[src/shared/pse_gsc_pkg.sv]
// package: register map, field layout and reset values of the global status/config bank
package pse_gsc_pkg;
  // register offsets on the serial register port
  localparam logic [7:0] ADDR_EVT_ALIAS = 8'h03;
  localparam logic [7:0] ADDR_STATUS = 8'h05;
  localparam logic [7:0] ADDR_TEMP = 8'h06;
  localparam logic [7:0] ADDR_VSUP_LO = 8'h07;
  localparam logic [7:0] ADDR_VSUP_HI = 8'h08;
  localparam logic [7:0] ADDR_CONFIG = 8'h0a;
  // thermal event field in the clear-on-read alias
  localparam int EVT_TSD_BIT = 3;
  // global status fields
  localparam int STAT_ADDR_LSB = 2;
  localparam int STAT_ADDR_MSB = 6;
  localparam int STAT_AUTO_BIT = 0;
  localparam logic [7:0] STATUS_RESET = 8'h00;
  // global config fields
  localparam int CFG_INT_GATE_BIT = 7;
  localparam int CFG_DET_CHG_BIT = 6;
  localparam int CFG_TSD_DIS_BIT = 5;
  localparam int CFG_WD_DIS_LSB = 1;
  localparam int CFG_WD_DIS_MSB = 4;
  localparam int CFG_WD_STAT_BIT = 0;
  localparam logic [7:0] CONFIG_RESET = 8'h96;
  // slave address: fixed top bit above the four strap pins
  localparam logic ADDR_PREFIX = 1'b0;
  localparam int STRAP_W = 4;
  // wait after reset release before the straps are sampled (covers the synchronisers)
  localparam logic [2:0] CAPTURE_CYCLES = 3'h4;
  // detection ports and result width
  localparam int DET_PORTS = 8;
  localparam int DET_RES_W = 3;
endpackage : pse_gsc_pkg

[src/hdl/pse_gsc_sync.sv]
// three-flop pin synchroniser with agreement filter
`timescale 1ns/1ps
`default_nettype none
module pse_gsc_sync #(
  parameter int W = 1
) (
  input wire logic i_clk,
  input wire logic i_rst_b,
  input wire logic [W-1:0] i_pin,
  output var logic [W-1:0] o_level
);
  logic [W-1:0] s1_q, s2_q, s3_q, lvl_q, lvl_d;

  // a change is accepted only once stages two and three agree
  always_comb begin
    lvl_d = lvl_q;
    for (int i = 0; i < W; i++) begin
      if (s2_q[i] == s3_q[i]) begin
        lvl_d[i] = s3_q[i];
      end
    end
  end

  // first stage feeds only the second
  always_ff @(posedge i_clk or negedge i_rst_b) begin
    if (!i_rst_b) begin
      s1_q <= '0;
      s2_q <= '0;
      s3_q <= '0;
      lvl_q <= '0;
    end else begin
      s1_q <= i_pin;
      s2_q <= s1_q;
      s3_q <= s2_q;
      lvl_q <= lvl_d;
    end
  end

  assign o_level = lvl_q;
endmodule : pse_gsc_sync
`default_nettype wire

[src/hdl/pse_gsc_top.sv]
// global status and configuration register bank of the eight-port power controller
// Functional notes
// - set thermal shutdown flag when all powered ports shut down for over-temperature
// - thermal flag stays latched until host reads the clear-on-read alias
// - flag zero means die below active threshold, chosen by shutdown-disable bit
// - event bits 2:0 and status bits 7 and 1 read as zero
// - status bits 6:2 give slave address from straps sampled after reset
// - status bit 0 holds autonomous-mode pin, captured once after reset
// - temperature register holds code N, degrees equal -20 plus N times 0.652
// - full code range spans about -20 to 146 degrees
// - supply reading is 16 bits, low byte then high byte address
// - reading low byte freezes high byte until high byte is read
// - config layout: int gate, detect-change-only, tsd disable, watchdog code, wd flag
// - config resets to 1001 0110, status resets to zero
// - detect-change-only gates detection-done events to changed results
`timescale 1ns/1ps
`default_nettype none
module pse_gsc_top (
  input wire logic i_clk,
  input wire logic i_rst_b,
  // register port from the serial interface front end
  input wire logic [7:0] i_reg_addr,
  input wire logic i_reg_rd,
  input wire logic i_reg_wr,
  input wire logic [7:0] i_reg_wdata,
  output logic [7:0] o_reg_rdata,
  output logic o_reg_rvalid,
  // pins sampled once after reset
  input wire logic [pse_gsc_pkg::STRAP_W-1:0] i_addr_strap,
  input wire logic i_auto_pin,
  // on-die sources, same clock
  input wire logic i_tsd_shutdown,
  input wire logic [7:0] i_die_temp,
  input wire logic [15:0] i_supply_meas,
  input wire logic [pse_gsc_pkg::DET_PORTS-1:0] i_det_done,
  input wire logic [pse_gsc_pkg::DET_PORTS*pse_gsc_pkg::DET_RES_W-1:0] i_det_result,
  // configuration and event outputs
  output logic [7:0] o_config,
  output logic o_tsd_disable,
  output logic o_thermal_event,
  output logic [4:0] o_slave_addr,
  output logic o_auto_mode,
  output logic [pse_gsc_pkg::DET_PORTS-1:0] o_det_event
);
  import pse_gsc_pkg::*;

  ////////////////////////////////////////////////////////////////////////////
  // reset release and pin synchronisers

  logic rst_s1_q, rst_b_q;
  logic [STRAP_W-1:0] strap_s;
  logic auto_s;

  // release is synchronous so nothing sees a half-released reset
  always_ff @(posedge i_clk or negedge i_rst_b) begin
    if (!i_rst_b) begin
      rst_s1_q <= 1'b0;
      rst_b_q <= 1'b0;
    end else begin
      rst_s1_q <= 1'b1;
      rst_b_q <= rst_s1_q;
    end
  end

  pse_gsc_sync #(.W(STRAP_W + 1)) u_pin_sync (
    .i_clk(i_clk),
    .i_rst_b(rst_b_q),
    .i_pin({i_auto_pin, i_addr_strap}),
    .o_level({auto_s, strap_s})
  );

  // decode of the register port, used by the thermal flag and config groups and the assertions
  function automatic logic hit(input logic [7:0] a, input logic [7:0] ref_addr);
    hit = (a == ref_addr);
  endfunction : hit

  ////////////////////////////////////////////////////////////////////////////
  // one-shot capture of straps and mode pin

  logic [2:0] cap_cnt_q, cap_cnt_d;
  logic captured_q, captured_d;
  logic [7:0] status_q, status_d;
  logic cap_now;

  assign cap_now = !captured_q && (cap_cnt_q == CAPTURE_CYCLES);

  // straps are re-sampled only after a reset, a pin change later is invisible
  always_comb begin
    cap_cnt_d = cap_cnt_q;
    captured_d = captured_q;
    status_d = status_q;
    if (!captured_q) begin
      cap_cnt_d = cap_cnt_q + 3'h1;
    end
    if (cap_now) begin
      captured_d = 1'b1;
      status_d = STATUS_RESET;
      status_d[STAT_ADDR_MSB:STAT_ADDR_LSB] = {ADDR_PREFIX, strap_s};
      status_d[STAT_AUTO_BIT] = auto_s;
    end
  end

  always_ff @(posedge i_clk or negedge rst_b_q) begin
    if (!rst_b_q) begin
      cap_cnt_q <= 3'h0;
      captured_q <= 1'b0;
      status_q <= STATUS_RESET;
    end else begin
      cap_cnt_q <= cap_cnt_d;
      captured_q <= captured_d;
      status_q <= status_d;
    end
  end

  ////////////////////////////////////////////////////////////////////////////
  // thermal shutdown event flag

  logic tsd_q, tsd_d;
  logic alias_rd;

  assign alias_rd = i_reg_rd && hit(i_reg_addr, ADDR_EVT_ALIAS);

  // a shutdown in the same cycle as the clearing read wins
  always_comb begin
    tsd_d = tsd_q;
    if (alias_rd) begin
      tsd_d = 1'b0;
    end
    if (i_tsd_shutdown) begin
      tsd_d = 1'b1;
    end
  end

  always_ff @(posedge i_clk or negedge rst_b_q) begin
    if (!rst_b_q) begin
      tsd_q <= 1'b0;
    end else begin
      tsd_q <= tsd_d;
    end
  end

  ////////////////////////////////////////////////////////////////////////////
  // configuration register and supply high-byte latch

  logic [7:0] cfg_q, cfg_d;
  logic [7:0] vhi_hold_q, vhi_hold_d;
  logic vhi_held_q, vhi_held_d;

  // only the config offset takes writes; everything else is read-only
  always_comb begin
    cfg_d = cfg_q;
    vhi_hold_d = vhi_hold_q;
    vhi_held_d = vhi_held_q;
    if (i_reg_wr && hit(i_reg_addr, ADDR_CONFIG)) begin
      cfg_d = i_reg_wdata;
    end
    if (i_reg_rd && hit(i_reg_addr, ADDR_VSUP_LO)) begin
      vhi_hold_d = i_supply_meas[15:8];
      vhi_held_d = 1'b1;
    end else if (i_reg_rd && hit(i_reg_addr, ADDR_VSUP_HI)) begin
      vhi_held_d = 1'b0;
    end
  end

  always_ff @(posedge i_clk or negedge rst_b_q) begin
    if (!rst_b_q) begin
      cfg_q <= CONFIG_RESET;
      vhi_hold_q <= 8'h00;
      vhi_held_q <= 1'b0;
    end else begin
      cfg_q <= cfg_d;
      vhi_hold_q <= vhi_hold_d;
      vhi_held_q <= vhi_held_d;
    end
  end

  ////////////////////////////////////////////////////////////////////////////
  // read data path

  logic [7:0] rdata_q, rdata_d;
  logic rvalid_q, rvalid_d;

  // one-cycle latency; unmapped offsets read as zero
  always_comb begin
    rdata_d = rdata_q;
    rvalid_d = i_reg_rd;
    if (i_reg_rd) begin
      case (i_reg_addr)
        ADDR_EVT_ALIAS: rdata_d = 8'(tsd_q) << EVT_TSD_BIT;
        ADDR_STATUS: rdata_d = status_q;
        ADDR_TEMP: rdata_d = i_die_temp;
        ADDR_VSUP_LO: rdata_d = i_supply_meas[7:0];
        ADDR_VSUP_HI: rdata_d = vhi_held_q ? vhi_hold_q : i_supply_meas[15:8];
        ADDR_CONFIG: rdata_d = cfg_q;
        default: rdata_d = 8'h00;
      endcase
    end
  end

  always_ff @(posedge i_clk or negedge rst_b_q) begin
    if (!rst_b_q) begin
      rdata_q <= 8'h00;
      rvalid_q <= 1'b0;
    end else begin
      rdata_q <= rdata_d;
      rvalid_q <= rvalid_d;
    end
  end

  ////////////////////////////////////////////////////////////////////////////
  // detection-done event filter

  logic [DET_RES_W-1:0] det_prev_q [DET_PORTS];
  logic [DET_RES_W-1:0] det_prev_d [DET_PORTS];
  logic [DET_PORTS-1:0] det_evt_q, det_evt_d;

  // first detection after reset compares against zero
  always_comb begin
    for (int p = 0; p < DET_PORTS; p++) begin
      det_prev_d[p] = det_prev_q[p];
      det_evt_d[p] = 1'b0;
      if (i_det_done[p]) begin
        det_prev_d[p] = i_det_result[p*DET_RES_W +: DET_RES_W];
        det_evt_d[p] = !cfg_q[CFG_DET_CHG_BIT] ||
                       (i_det_result[p*DET_RES_W +: DET_RES_W] != det_prev_q[p]);
      end
    end
  end

  always_ff @(posedge i_clk or negedge rst_b_q) begin
    if (!rst_b_q) begin
      for (int p = 0; p < DET_PORTS; p++) begin
        det_prev_q[p] <= '0;
      end
      det_evt_q <= '0;
    end else begin
      det_prev_q <= det_prev_d;
      det_evt_q <= det_evt_d;
    end
  end

  ////////////////////////////////////////////////////////////////////////////
  // outputs, all straight from flops

  assign o_reg_rdata = rdata_q;
  assign o_reg_rvalid = rvalid_q;
  assign o_config = cfg_q;
  assign o_tsd_disable = cfg_q[CFG_TSD_DIS_BIT];
  assign o_thermal_event = tsd_q;
  assign o_slave_addr = status_q[STAT_ADDR_MSB:STAT_ADDR_LSB];
  assign o_auto_mode = status_q[STAT_AUTO_BIT];
  assign o_det_event = det_evt_q;
endmodule : pse_gsc_top
`default_nettype wire

[config.mk]
export PLATFORM = sky130hd
export DESIGN_NAME = pse_gsc_top
export DESIGN_NICKNAME = d
export VERILOG_FILES = /design/src/shared/pse_gsc_pkg.sv /design/src/hdl/pse_gsc_sync.sv /design/src/hdl/pse_gsc_top.sv
export SDC_FILE = /design/constraint.sdc
export NUM_CORES = 1
export LEC_CHECK = 0
export BUFFER_PORTS_ARGS = -buffer_cell sky130_fd_sc_hd__buf_2
export CORE_ASPECT_RATIO = 2
export CORE_UTILIZATION = 35
export DETAILED_ROUTE_END_ITERATION = 12
export GPL_ROUTABILITY_DRIVEN = 1
export GPL_TIMING_DRIVEN = 0
export PLACE_DENSITY = 0.6
export SETUP_SLACK_MARGIN = 0.02
export SLEW_MARGIN = 20
export SYNTH_ARGS = -nofsm -noshare
export SYNTH_HDL_FRONTEND = slang
export SYNTH_SLANG_ARGS = --single-unit
[constraint.sdc]
create_clock -name i_clk -period 3.2 [get_ports i_clk]
set_input_delay 0.48 -clock i_clk [delete_from_list [all_inputs] [get_ports i_clk]]
set_output_delay 0.48 -clock i_clk [all_outputs]
set_load 0.01 [all_outputs]
# After elaboration in Yosys (flattened, before gate mapping)
# Index checks and enable logic that the tools add are counted.
[op_classes]
eq_ne = 20
n_reduce_logical = 17
mux = 14
addsub = 1
[op_table]
columns = ["operator", "count"]
rows = [
  ["case mux 8 bit (6 select lines)", 1],
  ["== test 8 x 3 -> 1 bit, second input constant", 3],
  ["inequality test 3 bit", 8],
  ["== test 8 x 4 -> 1 bit, second input constant", 2],
  ["2-to-1 mux 1 bit", 12],
  ["== test 8 x 2 -> 1 bit, second input constant", 1],
  ["logical OR 1 bit", 8],
  ["2-to-1 mux 8 bit", 1],
  ["== test 1 bit", 5],
  ["logical AND 1 bit", 5],
  ["nonzero test 2 bit", 2],
  ["adder 3 x 1 -> 3 bit, second input constant", 1],
  ["== test 3 bit, second input constant", 1],
  ["zero test 1 bit", 2],
]
[word_totals]
elab_cells = 80
inputBits = 82
register_bits = 90
output_inout_bits = 33

# Longest topological paths before layout
[logic_depth]
word_depth = 4
ltp_mapped = 6
mapped_depth_nobuf = 4

# Cells and area by module
# From an unflattened synthesis, not the netlist that was laid out.
[unflattened]
cells_unflattened = 272
hier_area_um2 = 3829.9
[by_module_without_submodules]
columns = ["module", "seq_area_each_um2", "area_each_um2", "n_inst", "cells_per_inst"]
rows = [
  ["pse_gsc_top", 1756.7, 3273.1, 1, 247],
  ["pse_gsc_sync", 500.5, 556.8, 1, 25],
]

# Least setup slack after synthesis
# OpenSTA, ideal clock, no wires.
[synth_timing]
kind = "input-to-reg"
startpoint = "input i_reg_addr[5]"
endpoint = "register vhi_hold_q[0]"
setup_slack_ns = 1.387
stages = 6
setup_time_ns = 0.125
arrival_time_ns = 1.688
n_path_buf = 2
t_required_ns = 3.075
path_cell_list = "nor4_4 and3_1 buf_6 and2_4 buf_12 mux2_4"
[synth_via]
elab_chain_cells = 2
[synth_rtl]
columns = ["element", "line", "source"]
rows = [
  ["start, declared", "pse_gsc_top.sv:22", "input wire logic [7:0] i_reg_addr,"],
  ["== test 8 x 3 -> 1 bit", "pse_gsc_top.sv:74", "hit = (a == ref_addr);"],
  ["logical AND 1 bit", "pse_gsc_top.sv:157", "if (i_reg_rd && hit(i_reg_addr, ADDR_VSUP_LO)) begin"],
  ["end signal, assigned", "pse_gsc_top.sv:172", "vhi_hold_q <= vhi_hold_d;"],
  ["end, declared", "pse_gsc_top.sv:146", "logic [7:0] vhi_hold_q, vhi_hold_d;"],
]
# No other way between the ends.
# A chain may end at the register's enable or synchronous reset.

# Final worst setup path
[layout_timing]
startpoint = "input i_reg_addr[5]"
endpoint = "register vhi_hold_q[1]"
# Same word-level chain as after synthesis.

==> results.yml <==
pwr:
  switching_share_pct: 23.5
  comb_power_share_pct: 10.2
  power_density_nw_per_um2: 519
  pwr-share-seq_pct: 49.3
  p_switching_uw: 603
  p_clk_share_pct: 40.5
  power.internal_uw: 1960
  vdd_drop_max_uv: 357
  p_leak_uw: 0.00230
worst_setup_path:
  required_ps: 3420
  r2r_cells: 5
  critical_path_class: "input pin to flip-flop"
  crit_path_max_fanout: 8
  critPathArrivalTime_ps: 1930
  crit_path_end_kind: "flip-flop"
  critPathLaunchType: "input pin"
  r2r-start: "vhi_held_q"
  critPathLaunch: "i_reg_addr[5]"
logic_synthesis:
  ys.flop_type: "dfrtp_1"
  ys_seq_area_share_pct: 58.1
  yosysTopAreaCell: "dfrtp_1"
  synth_area_um2: 3880
  synth.distinct_cells: 42
  synth_area_per_cell_um2: 14.0
  synth.top_cell.area_share_pct: 55.4
  netlist_top_cells_area: "dfrtp_1 55%, mux2_2 12%, xnor2_1 5.9%, mux2_4 3.1%, mux2i_1 2.8%"
  ys_ff_latch: 90
  synthCells: 278
  async_reset_ff_share_pct: 100
  ys_warn_count: 0
  synthesis.nets: 362
  synth-edff-count: 0
clock_tree:
  cts_sinks: 90
  cts-buffers-inserted: 9
  clkLatencyLatePin_ps: 330
  path_clk_slew_ps: 60
  cts_max_path_buffers: 2
  htree_levels: 3
  cts_tree: "built"
  root_buffer: "clkbuf_16"
  cts_setup_buffers: 0
route:
  routed_via_density: 4.74
  wl_met2_um: 4800
  drt_wl_total_um: 8680
  drc_errors: 0
  topRoutingLayerUsed: "met4"
  firstDrtPassIters: 4
  drt_iter0_drc: 118
  routed-wl-met3_um: 441
  ant_nets: 0
  vias: 2595
  met1_length_um: 3170
  routedWlPerCell_um: 15.8
sta:
  slew_headroom_pct: 55.3
  fin_crit_ps: 1720
  drv_slew: 0
  finalSetupViolCount: 0
  max_freq_mhz: 583
  worst_pin_slew_ps: 671
  finalClockSkew_ps: 5.50
  hold_viol_final: 0
  rsz0062_at_grt: "no"
  fin_crit_sh_pct: 53.6
finish:
  post-route-util_pct: 45.5
  fillers: 1033
  final_cell_count_no_fill: 548
  area.growth.synth_to_final_pct: 27.4
  layout-drive-gt1-share_pct: 49.5
  diodes: 0
  mostFrequentLayoutCell: "buf_2"
  final_cell_mix: "116 x buf_2, 85 x dfrtp_1, 42 x mux2_2"
  fin_nets: 487
floorplan:
  ios: 115
  coreArea_um2: 10900
  start_util_pct: 35.7
  die_x_um: 76.5
  rows: 54
  fp.dieArea_um2: 11500
  die_y_um: 151
placed_design:
  place.gp.congestion: 0.811
  portBuffers: 112
  hpwl_um: 6820
  place_inst: 531
min_path:
  hold-path-cell-count: 1
  worstHoldPathType: "input pin to flip-flop"
  hold_start: "i_addr_strap[3]"
global_route:
  grt_max_degree: 50
  grt_pass1_vias: 2891
  antenna_found_initial: 0
  grtUsageTotal_pct: 16.5
  overflow: 0
  grt_pass1_wl_um: 14200
outcome:
  status: "completed"
run:
  cap_viol_max_count: 0
cells in the mapped netlist (all sizes together) (3+ instances only):
library cell   n
o21ai          7
xnor2         26
mux2i         11
dfrtp         86
buf            8
nor4           4
maj3           5
a221o          6
mux2          50
nor3           4
a21oi          4
inv           12
nand2         10
a41oi          8
dfstp          4
a32oi          3
stage by stage:
stage	TNS (ps)	total power [µW]	cell area (µm²)	hold slack [ps]	setup slack, ps
3_3_place_gp	-42530	1540	4620	265	-515
4_1_cts	0	2610	4950	228	1500
2_1_floorplan	0	1420	3880	184	515
3_5_place_dp	0	1550	4640	267	1150
5_1_grt	0	2680	4950	230	1410
6_report	0	2570	4950	246	1480
per-layer routing:
layer  vias to the layer above  track usage, %
met5                         -               0
met4                         0            8.46
met3                        16            4.40
met2                        84            30.6
met1                      1255            16.6
li1                       1240               -
critical path: stages:
cell	delay, ps
buf_2	110
nor4_4	400
and3_1	230
buf_6	130
and2_4	150
buf_12	130
mux2_4	300
sequential cells by signal (all words and copies together) (netlist names):
| name | count |
|---|---|
| det_prev_q | 24 |
| o_config | 8 |
| o_det_event | 8 |
| o_reg_rdata | 8 |
| vhi_hold_q | 8 |
| status_q | 5 |
| u_pin_sync.o_level | 5 |
| u_pin_sync.s1_q | 5 |
| u_pin_sync.s2_q | 5 |
| u_pin_sync.s3_q | 5 |
| cap_cnt_q | 3 |
| captured_q | 1 |
| o_reg_rvalid | 1 |
| o_thermal_event | 1 |
| rst_b_q | 1 |
| rst_s1_q | 1 |
| vhi_held_q | 1 |
repair_timing:
action,CTS,global route
resized for setup,0,0
hold buffers,1,0
hold endpoints to repair,2,0
power groups by stage:
stage	clock, µW	combinational (µW)	sequential, µW
4_1_cts	1080	266	1270
6_report	1040	261	1260
3_3_place_gp	0	244	1290
5_1_grt	1120	288	1280
3_5_place_dp	0	264	1290
2_1_floorplan	0	134	1290
cells by family (layout without fill, tap and decap cells):
logic type	count (synthesis)	count (layout)	share of synthesized area (%)
compound gates	36	36	7.31
xor+xnor	26	26	5.86
fa+ha+maj	7	7	1.93
buf+inv	22	152	3.06
flops	90	90	58.1
mux	61	61	18.1
other cells	2	2	0.193
simple gates	34	34	5.41
path summary, 6_finish.rpt:
| check | endpoint | slack, ps |
|---|---|---|
| min | u_pin_sync.s1_q[3] | 250 |
| max | vhi_hold_q[1] | 1480 |
| max reg2reg | o_reg_rdata[0] | 1550 |
| max in group asynchronous | o_config[4] | 2120 |
| min in group asynchronous | u_pin_sync.s1_q[3] | 370 |
| min reg2reg | u_pin_sync.s2_q[3] | 350 |
area by class of cell:
cell class	count	area, µm²	area share (%)
clock buffer	10	229	4.63
tap	140	175	3.54
sequential	90	2260	45.7
timing repair buffer	114	591	11.9
multi-input combinational	166	1510	30.5
inverter	12	45.0	0.910
clock inverter	6	66.3	1.34
buffer	10	73.8	1.49
Note: power is estimated with default switching activity, not from simulation.
